[config.mk]
export PLATFORM = sky130hd
export DESIGN_NAME = adcrc_top
export DESIGN_NICKNAME = d
export VERILOG_FILES = /design/src/hdl/adcrc_pkg.sv /design/src/hdl/adcrc_top.sv
export SDC_FILE = /design/constraint.sdc
export NUM_CORES = 1
export LEC_CHECK = 0
export BUFFER_PORTS_ARGS = -buffer_cell sky130_fd_sc_hd__clkbuf_2
export CAP_MARGIN = 20
export CORE_MARGIN = 1
export CORE_UTILIZATION = 50
export DETAILED_ROUTE_END_ITERATION = 8
export PLACE_DENSITY = 0.68
export SYNTH_ARGS = -nofsm -noshare
export SYNTH_HDL_FRONTEND = slang
export SYNTH_SLANG_ARGS = --single-unit
[constraint.sdc]
create_clock -name core_clk -period 3.5 [get_ports core_clk]
set_clock_uncertainty 0.1 [all_clocks]
set_input_delay 0.875 -clock core_clk [delete_from_list [all_inputs] [get_ports core_clk]]
set_output_delay 0.875 -clock core_clk [all_outputs]
set_load 0.005 [all_outputs]
[src/hdl/adcrc_pkg.sv]
// Package for the converter result and compare control block.
// Assumes one 25 MHz clock and a plain register port with 8-bit addresses.
package adcrc_pkg;
	localparam int unsigned CLK_HZ = 25000000;
	localparam logic [7:0] OFF_MODE0 = 8'h00;
	localparam logic [7:0] OFF_CHSEL = 8'h01;
	localparam logic [7:0] OFF_CMPMODE = 8'h02;
	localparam logic [7:0] OFF_THRESH = 8'h03;
	localparam logic [7:0] OFF_IRQ_STAT = 8'h04;
	localparam logic [7:0] OFF_IRQ_MASK = 8'h05;
	localparam logic [7:0] OFF_RESULT_BASE = 8'h10;
	// Result of channel n: low byte at base+2n, high byte at base+2n+1
	localparam int unsigned MODE0_CE_BIT = 7;
	localparam int unsigned MODE0_SCAN_BIT = 6;
	localparam int unsigned CMP_EN_BIT = 7;
	localparam int unsigned CMP_COND_BIT = 6;
	localparam int unsigned CHSEL_W = 4;
	localparam logic [7:0] MODE0_RST = 8'h00;
	localparam logic [7:0] CHSEL_RST = 8'h00;
	localparam logic [7:0] CMPMODE_RST = 8'h00;
	localparam logic [7:0] THRESH_RST = 8'h00;
	localparam int unsigned IRQ_END_BIT = 0;
	localparam int unsigned IRQ_UNDEF_BIT = 1;

	typedef struct packed {
		logic [7:0] addr;
		logic [7:0] wdata;
		logic wr;
		logic rd;
	} adcrc_bus_s;

	typedef struct packed {
		logic valid;
		logic [3:0] chan;
		logic [9:0] data;
		logic last;
	} adcrc_conv_s;
endpackage

[src/hdl/adcrc_top.sv]
// Converter control: registers, result store, threshold compare, irq.
// Assumes the analog sequencer delivers one finished result per pulse.
//
// Implementation choices: strobed register access and the placing of the registers.
`timescale 1ns/1ps
`default_nettype none
module adcrc_top
	import adcrc_pkg::*;
#(
	parameter int unsigned NCHAN = 8
) (
	input wire logic core_clk,
	input wire logic srst,
	input wire adcrc_bus_s bus,
	output logic [7:0] rdata,
	input wire adcrc_conv_s conv,
	output logic conv_enable,
	output logic scan_mode,
	output logic [CHSEL_W-1:0] chan_sel,
	output logic conversion_end_irq
);
	localparam int unsigned RW = 2 * NCHAN;

	logic [7:0] mode_reg_zero_q, mode_reg_zero_d;
	logic [7:0] channel_select_reg_q, channel_select_reg_d;
	logic [7:0] compare_mode_reg_q, compare_mode_reg_d;
	logic [7:0] compare_threshold_reg_q, compare_threshold_reg_d;
	logic [1:0] irq_stat_q, irq_stat_d;
	logic [1:0] irq_mask_q, irq_mask_d;
	logic [9:0] channel_result_reg_q [NCHAN];
	logic [9:0] channel_result_reg_d [NCHAN];
	logic [NCHAN-1:0] undef_q, undef_d;
	logic [7:0] rdata_q, rdata_d;
	logic irq_q, irq_d;
	logic cmp_hit, store, raise_end, cfg_wr;
	logic [7:0] res_off;
	logic [$clog2(NCHAN)-1:0] res_idx;
	logic res_hit;

	function automatic logic is_wr(input adcrc_bus_s b,
		input logic [7:0] off);
		return b.wr && (b.addr == off);
	endfunction

	// Low byte holds the two low bits, left-justified
	function automatic logic [7:0] result_byte(input logic [9:0] r,
		input logic hi);
		if (hi) begin
			return r[9:2];
		end
		return {r[1:0], 6'h00};
	endfunction

	// Condition bit set: at or above threshold; clear: below
	always_comb begin
		if (compare_mode_reg_q[CMP_COND_BIT]) begin
			cmp_hit = (conv.data[9:2] >= compare_threshold_reg_q);
		end else begin
			cmp_hit = (conv.data[9:2] < compare_threshold_reg_q);
		end
	end

	always_comb begin
		store = 1'b0;
		raise_end = 1'b0;
		if (conv.valid) begin
			if (!compare_mode_reg_q[CMP_EN_BIT]) begin
				store = 1'b1;
				raise_end = mode_reg_zero_q[MODE0_SCAN_BIT] ? conv.last : 1'b1;
			end else if (!mode_reg_zero_q[MODE0_SCAN_BIT]) begin
				store = cmp_hit;
				raise_end = cmp_hit;
			end else if (conv.chan == 4'h0) begin
				store = cmp_hit;
				raise_end = cmp_hit;
			end else begin
				// Other channels always land; end of scan stays silent
				store = 1'b1;
				raise_end = 1'b0;
			end
		end
	end

	// Either write may disturb a result the sequencer is filling
	assign cfg_wr = is_wr(bus, OFF_MODE0) || is_wr(bus, OFF_CHSEL);

	always_comb begin
		mode_reg_zero_d = mode_reg_zero_q;
		channel_select_reg_d = channel_select_reg_q;
		compare_mode_reg_d = compare_mode_reg_q;
		compare_threshold_reg_d = compare_threshold_reg_q;
		irq_mask_d = irq_mask_q;
		irq_stat_d = irq_stat_q;
		undef_d = undef_q;
		if (is_wr(bus, OFF_MODE0)) begin
			mode_reg_zero_d = bus.wdata;
		end
		// Upper bits are reserved; dropping them keeps the mux in range
		if (is_wr(bus, OFF_CHSEL)) begin
			channel_select_reg_d = {4'h0, bus.wdata[3:0]};
		end
		// Writes land even while converting; software must stop first
		if (is_wr(bus, OFF_CMPMODE)) begin
			compare_mode_reg_d = bus.wdata;
		end
		if (is_wr(bus, OFF_THRESH)) begin
			compare_threshold_reg_d = bus.wdata;
		end
		if (is_wr(bus, OFF_IRQ_MASK)) begin
			irq_mask_d = bus.wdata[1:0];
		end
		if (is_wr(bus, OFF_IRQ_STAT)) begin
			irq_stat_d = irq_stat_q & ~bus.wdata[1:0];
		end
		// Config writes flag every result undefined, except one stored in the same cycle
		// Flag raised once per batch; later writes find flags pending
		if (cfg_wr) begin
			undef_d = '1;
			if (|undef_q == 1'b0) begin
				irq_stat_d[IRQ_UNDEF_BIT] = 1'b1;
			end
		end
		if (raise_end) begin
			irq_stat_d[IRQ_END_BIT] = 1'b1;
		end
		// Channels beyond the store are dropped, never aliased
		if (store && (int'(conv.chan) < NCHAN)) begin
			undef_d[conv.chan[$clog2(NCHAN)-1:0]] = 1'b0;
		end
	end

	generate
		for (genvar i = 0; i < NCHAN; i++) begin : g_res
			always_comb begin
				channel_result_reg_d[i] = channel_result_reg_q[i];
				if (store && (conv.chan == 4'(i))) begin
					channel_result_reg_d[i] = conv.data;
				end
			end
			always_ff @(posedge core_clk) begin
				if (srst) begin
					channel_result_reg_q[i] <= 10'h000;
				end else begin
					channel_result_reg_q[i] <= channel_result_reg_d[i];
				end
			end
		end
	endgenerate

	// Result window offset; the low bit picks the byte of a channel
	assign res_off = bus.addr - OFF_RESULT_BASE;
	assign res_idx = res_off[$clog2(NCHAN):1];
	assign res_hit = (bus.addr >= OFF_RESULT_BASE) &&
		(bus.addr < OFF_RESULT_BASE + 8'(RW));

	// Reads need a fast CPU clock; nothing here can check that
	always_comb begin
		rdata_d = 8'h00;
		if (bus.rd) begin
			case (bus.addr)
				OFF_MODE0: rdata_d = mode_reg_zero_q;
				OFF_CHSEL: rdata_d = channel_select_reg_q;
				OFF_CMPMODE: rdata_d = compare_mode_reg_q;
				OFF_THRESH: rdata_d = compare_threshold_reg_q;
				OFF_IRQ_STAT: rdata_d = {6'h00, irq_stat_q};
				OFF_IRQ_MASK: rdata_d = {6'h00, irq_mask_q};
				default: begin
					// Window base need not align to the channel count
					if (res_hit) begin
						rdata_d = result_byte(channel_result_reg_q[res_idx],
							res_off[0]);
					end
				end
			endcase
		end
	end

	// Next-state values save a cycle of interrupt latency
	assign irq_d = |(irq_stat_d & irq_mask_d);

	always_ff @(posedge core_clk) begin
		if (srst) begin
			mode_reg_zero_q <= MODE0_RST;
			channel_select_reg_q <= CHSEL_RST;
			compare_mode_reg_q <= CMPMODE_RST;
			compare_threshold_reg_q <= THRESH_RST;
			irq_stat_q <= 2'h0;
			irq_mask_q <= 2'h0;
			undef_q <= '0;
			rdata_q <= 8'h00;
			irq_q <= 1'b0;
		end else begin
			mode_reg_zero_q <= mode_reg_zero_d;
			channel_select_reg_q <= channel_select_reg_d;
			compare_mode_reg_q <= compare_mode_reg_d;
			compare_threshold_reg_q <= compare_threshold_reg_d;
			irq_stat_q <= irq_stat_d;
			irq_mask_q <= irq_mask_d;
			undef_q <= undef_d;
			rdata_q <= rdata_d;
			irq_q <= irq_d;
		end
	end

	assign rdata = rdata_q;
	assign conversion_end_irq = irq_q;
	// Sequencer restarts on these; software gates changes via enable
	assign conv_enable = mode_reg_zero_q[MODE0_CE_BIT];
	assign scan_mode = mode_reg_zero_q[MODE0_SCAN_BIT];
	assign chan_sel = channel_select_reg_q[CHSEL_W-1:0];
endmodule
`default_nettype wire

==> results <==
- The area growth from synthesis to final layout is 17.8%.
- The hold buffer count at cts is 0.
- The share of total power consumed by net switching is 22.3%.
- The die covers 13600 sq um.
- The number of pins exceeding their max-slew limit in the final report is 0.
- The met3 track utilization from global routing is 7.89%.
- The biggest area contributor in the post-synthesis netlist is sky130_fd_sc_hd__edfxtp_1.
- The top-area cell type share of the netlist area is 36.7%.
- The top fanout value on the critical path is 32.
- TritonCTS built the clock tree.
- Synthesis produced a netlist whose cell count is 561.
- In this run, flip-flops and latches consume 44.5% of the power.
- The kind of critical path is in -> reg.
- The internal portion of the total power is 0.00290 W.
- The number of optimization iterations in the first detailed-route pass is 6.
- The first routing iteration left 633 violations.
- The area of the placeable core is 12700 sq um.
- The clock latency at the later pin of the worst-skew pair is 420 ps.
- For flop-to-flop paths, the worst setup slack is 730 ps.
- The number of maximum-capacitance violations is 0.
- The initial antenna violation count is 0.
- The area of the mapped netlist is 6550 sq um.
- The register bit count reported by yosys is 129.
- In this run, synthesis inferred 80 flip-flops with an integrated enable.
- For this run, asynchronously set or reset flops after synthesis account for 0%.
- Measured along the x axis, the die boundary spans 116 microns.
- The maximum count of clock buffers along a single path is 2.
- The final number of hold-violating endpoints was 0.
- Entering global routing, the biggest net connects 44 pins.
- The sequential share of the synthesized area is 51.7%.
- The final cycle utilization of the critical path is 83.2%.
- STA classifies the critical path endpoint as a flop.
- Counting every sink on the clock net gives 129.
- The flow ran to the end, and the final reports show no timing, DRC or antenna violations.
- The standby leakage power is 2.70 nW.
- The tightest min-delay check is of the reg -> reg type.
- After layout, the worst setup slack is 588 ps.
- The number of rows created at floorplan is 41.
- The transition time at the pin with the least slew margin is 759 ps.
- For this run, design rule violations remaining after detail routing come to 0.
- Power spread over the standard cell area amounts to 483 nW/um^2.
- The total via count after detailed routing is 4975.
- During placement, the flow inserted port buffers numbering 50.
- The worst path needs 2910 ps of the cycle, external delays included.
- OpenSTA, run right after detailed placement, puts the worst setup slack at 235 ps.
- Timing would allow up to 0.343 GHz.
- The diode insertion count for antenna repair is 0.
- The die span in y is 116 microns.
- The worst-case IR drop observed on VDD is 424 uV.
- In this run the most used layer during global routing was met2.
- In this run, post-CTS repair resized a total of 0 instances.
- The power share of the clock group is 47.8%.
- The number of fillers in the final layout is 1034.
- The library cell used as clock root buffer is sky130_fd_sc_hd__clkbuf_16.
- The total global-route track usage is 26.4%.
- The normalized max-slew margin is 49.4%.
- The detail route stage leaves a number of antenna-violating nets equal to 0.
- The count of distinct cell types in the synthesized netlist is 61.
- The met2 demand-to-capacity share in global routing is 43.6%.
- The number of H-tree levels is 4.
- The HPWL after detailed placement is 11800 microns.
- A synthesized cell averages 11.7 sq um.
- The number of global-route vias before repair was 4835.
- The most common cell after layout, fill and taps aside is sky130_fd_sc_hd__edfxtp_1.
- The setup TNS is 0 ps.
- Setup repair after global routing left no endpoint under its margin.
- After layout, the design draws a total of 0.00373 W.
- The kind of start point of the critical path is a primary input.
- The fraction of final layout cells sized beyond drive strength 1 is 30.8%.
- Post-CTS timing repair inserted 0 buffers for setup.
- The detail-routed via count per cell is 6.18.
- The net switching power figure is 0.000832 W.
- After synthesis, the cell types taking the most area are sky130_fd_sc_hd__edfxtp_1, sky130_fd_sc_hd__dfxtp_1, sky130_fd_sc_hd__nor4_2, sky130_fd_sc_hd__mux4_2, sky130_fd_sc_hd__mux2i_1.
- The average detailed-routed wire length per instance is 20.8 microns.
- Yosys printed 0 warnings.
- For this run, the post-layout net count is 664.
- The part of the total power dissipated in combinational logic is 7.7%.
- STA puts the critical path data required time at 3540 ps.
- The total setup violations reported at the end of the flow is 0.
- The number of top-level pins is 51.
- The arrival time at the worst endpoint is 2950 ps.
- Clock-pin slew was measured on the worst setup and hold paths at 50 ps.
- Summed over all layers, the global routing overflow is 0.
- When the netlist entered floorplanning its net count stood at 605.
- In the layout the commonest cells are sky130_fd_sc_hd__edfxtp_1, sky130_fd_sc_hd__dfxtp_1, sky130_fd_sc_hd__clkbuf_2.
- The met1 track demand over resource is 32.5%.
- For this block, the routed nets add up to 16700 microns of wire.
- In this run, CTS created clock tree buffers numbering 17.
- For this configuration, the core starts out at a cell density of 51.7%.
- In the synthesized netlist the dominant register cell turns out to be sky130_fd_sc_hd__edfxtp_1.
- The final weighted congestion in routability-driven placement is 0.858.
- The wire length of the first global-routing pass is 25900 microns.
==> synthesized netlist by cell type, drive strengths merged, types with 4 or more instances <==
library cell and instances:
a21oi 29, a221oi 4, a22oi 7, a31oi 4, buf 21, clkbuf 23, dfxtp 49, edfxtp 80
ha 8, inv 10, mux2i 30, mux4 16, nand2 47, nand2b 9, nand3 21, nand4 5
nor2 45, nor2b 4, nor3 43, nor4 47, o21ai 4, o31ai 8
==> per-stage QoR <==
stage               util [%]  hold slack, ps  instances  area [sq um]
floorplan                  -             332        561          6550
global placement        56.0             337        773          7100
detailed placement      56.0             349        773          7100
CTS                     60.9             359        805          7710
global route            60.9             382        805          7710
finish                  60.9             362        805          7710
==> kinds of logic after synthesis <==
logic type                 count (synthesis)  synth area share, %
adders and majority gates                  8                 1.53
AOI/OAI and AO/OA                         82                 8.69
muxes                                     49                 10.6
buffers and inverters                     54                 4.41
DFF                                      129                 51.7
and+or+nand+nor                          239                 23.1
==> state kept, by name (all words and copies together), names as in the netlist <==
signal and cells:
conversion_end_irq 1, channel_select_reg_q 4, undef_q 8, compare_threshold_reg_q 8, irq_mask_q 2, irq_stat_q 2, compare_mode_reg_q 8, mode_reg_zero_q 8
rdata 8, channel_result_reg_q 80
==> worst max-delay path, cell delays in order <==
cell	delay, ps
sky130_fd_sc_hd__clkbuf_2	110
sky130_fd_sc_hd__ha_1	340
sky130_fd_sc_hd__a211oi_1	400
sky130_fd_sc_hd__o211ai_1	210
sky130_fd_sc_hd__nor3_2	190
sky130_fd_sc_hd__o311a_4	450
sky130_fd_sc_hd__buf_12	260
sky130_fd_sc_hd__nor3_1	90
==> final timing paths <==
kind / endpoint / from / cells past startpoint
setup / recovery: channel_result_reg_q[1][2]$_SDFFCE_PN0P_ / conv[8] / 8
hold / removal: compare_mode_reg_q[5]$_SDFFE_PP0P_ / compare_mode_reg_q[5]$_SDFFE_PP0P_ / 2
hold reg to reg: compare_mode_reg_q[5]$_SDFFE_PP0P_ / compare_mode_reg_q[5]$_SDFFE_PP0P_ / 2
setup reg to reg: channel_result_reg_q[1][2]$_SDFFCE_PN0P_ / compare_threshold_reg_q[5]$_SDFFE_PP0P_ / 8
==> area by class of cell <==
class | count | area (sq um) | area share, %
flip-flops and latches | 129 | 3380 | 43.9
multi-input cells | 378 | 2930 | 37.9
clock buffers | 27 | 586 | 7.59
repair buffers | 84 | 533 | 6.91
well taps | 172 | 215 | 2.79
inverters | 10 | 37.5 | 0.487
clock inverters | 5 | 31.3 | 0.406
==> power groups by stage <==
stage / clock (W) / sequential (W) / combinational, W
floorplan: 0 / 0.00169 / 0.000171
global placement: 0 / 0.00169 / 0.000278
detailed placement: 0 / 0.00169 / 0.000284
CTS: 0.00180 / 0.00166 / 0.000285
global route: 0.00186 / 0.00166 / 0.000307
finish: 0.00178 / 0.00166 / 0.000287
==> layer usage <==
layer | part of all wire, % | wire [microns]
met5 | 0 | 0
met4 | 2.7 | 448
met3 | 6.3 | 1050
met2 | 49 | 8260
met1 | 42 | 6960
Note: power is estimated with default switching activity, not from simulation.
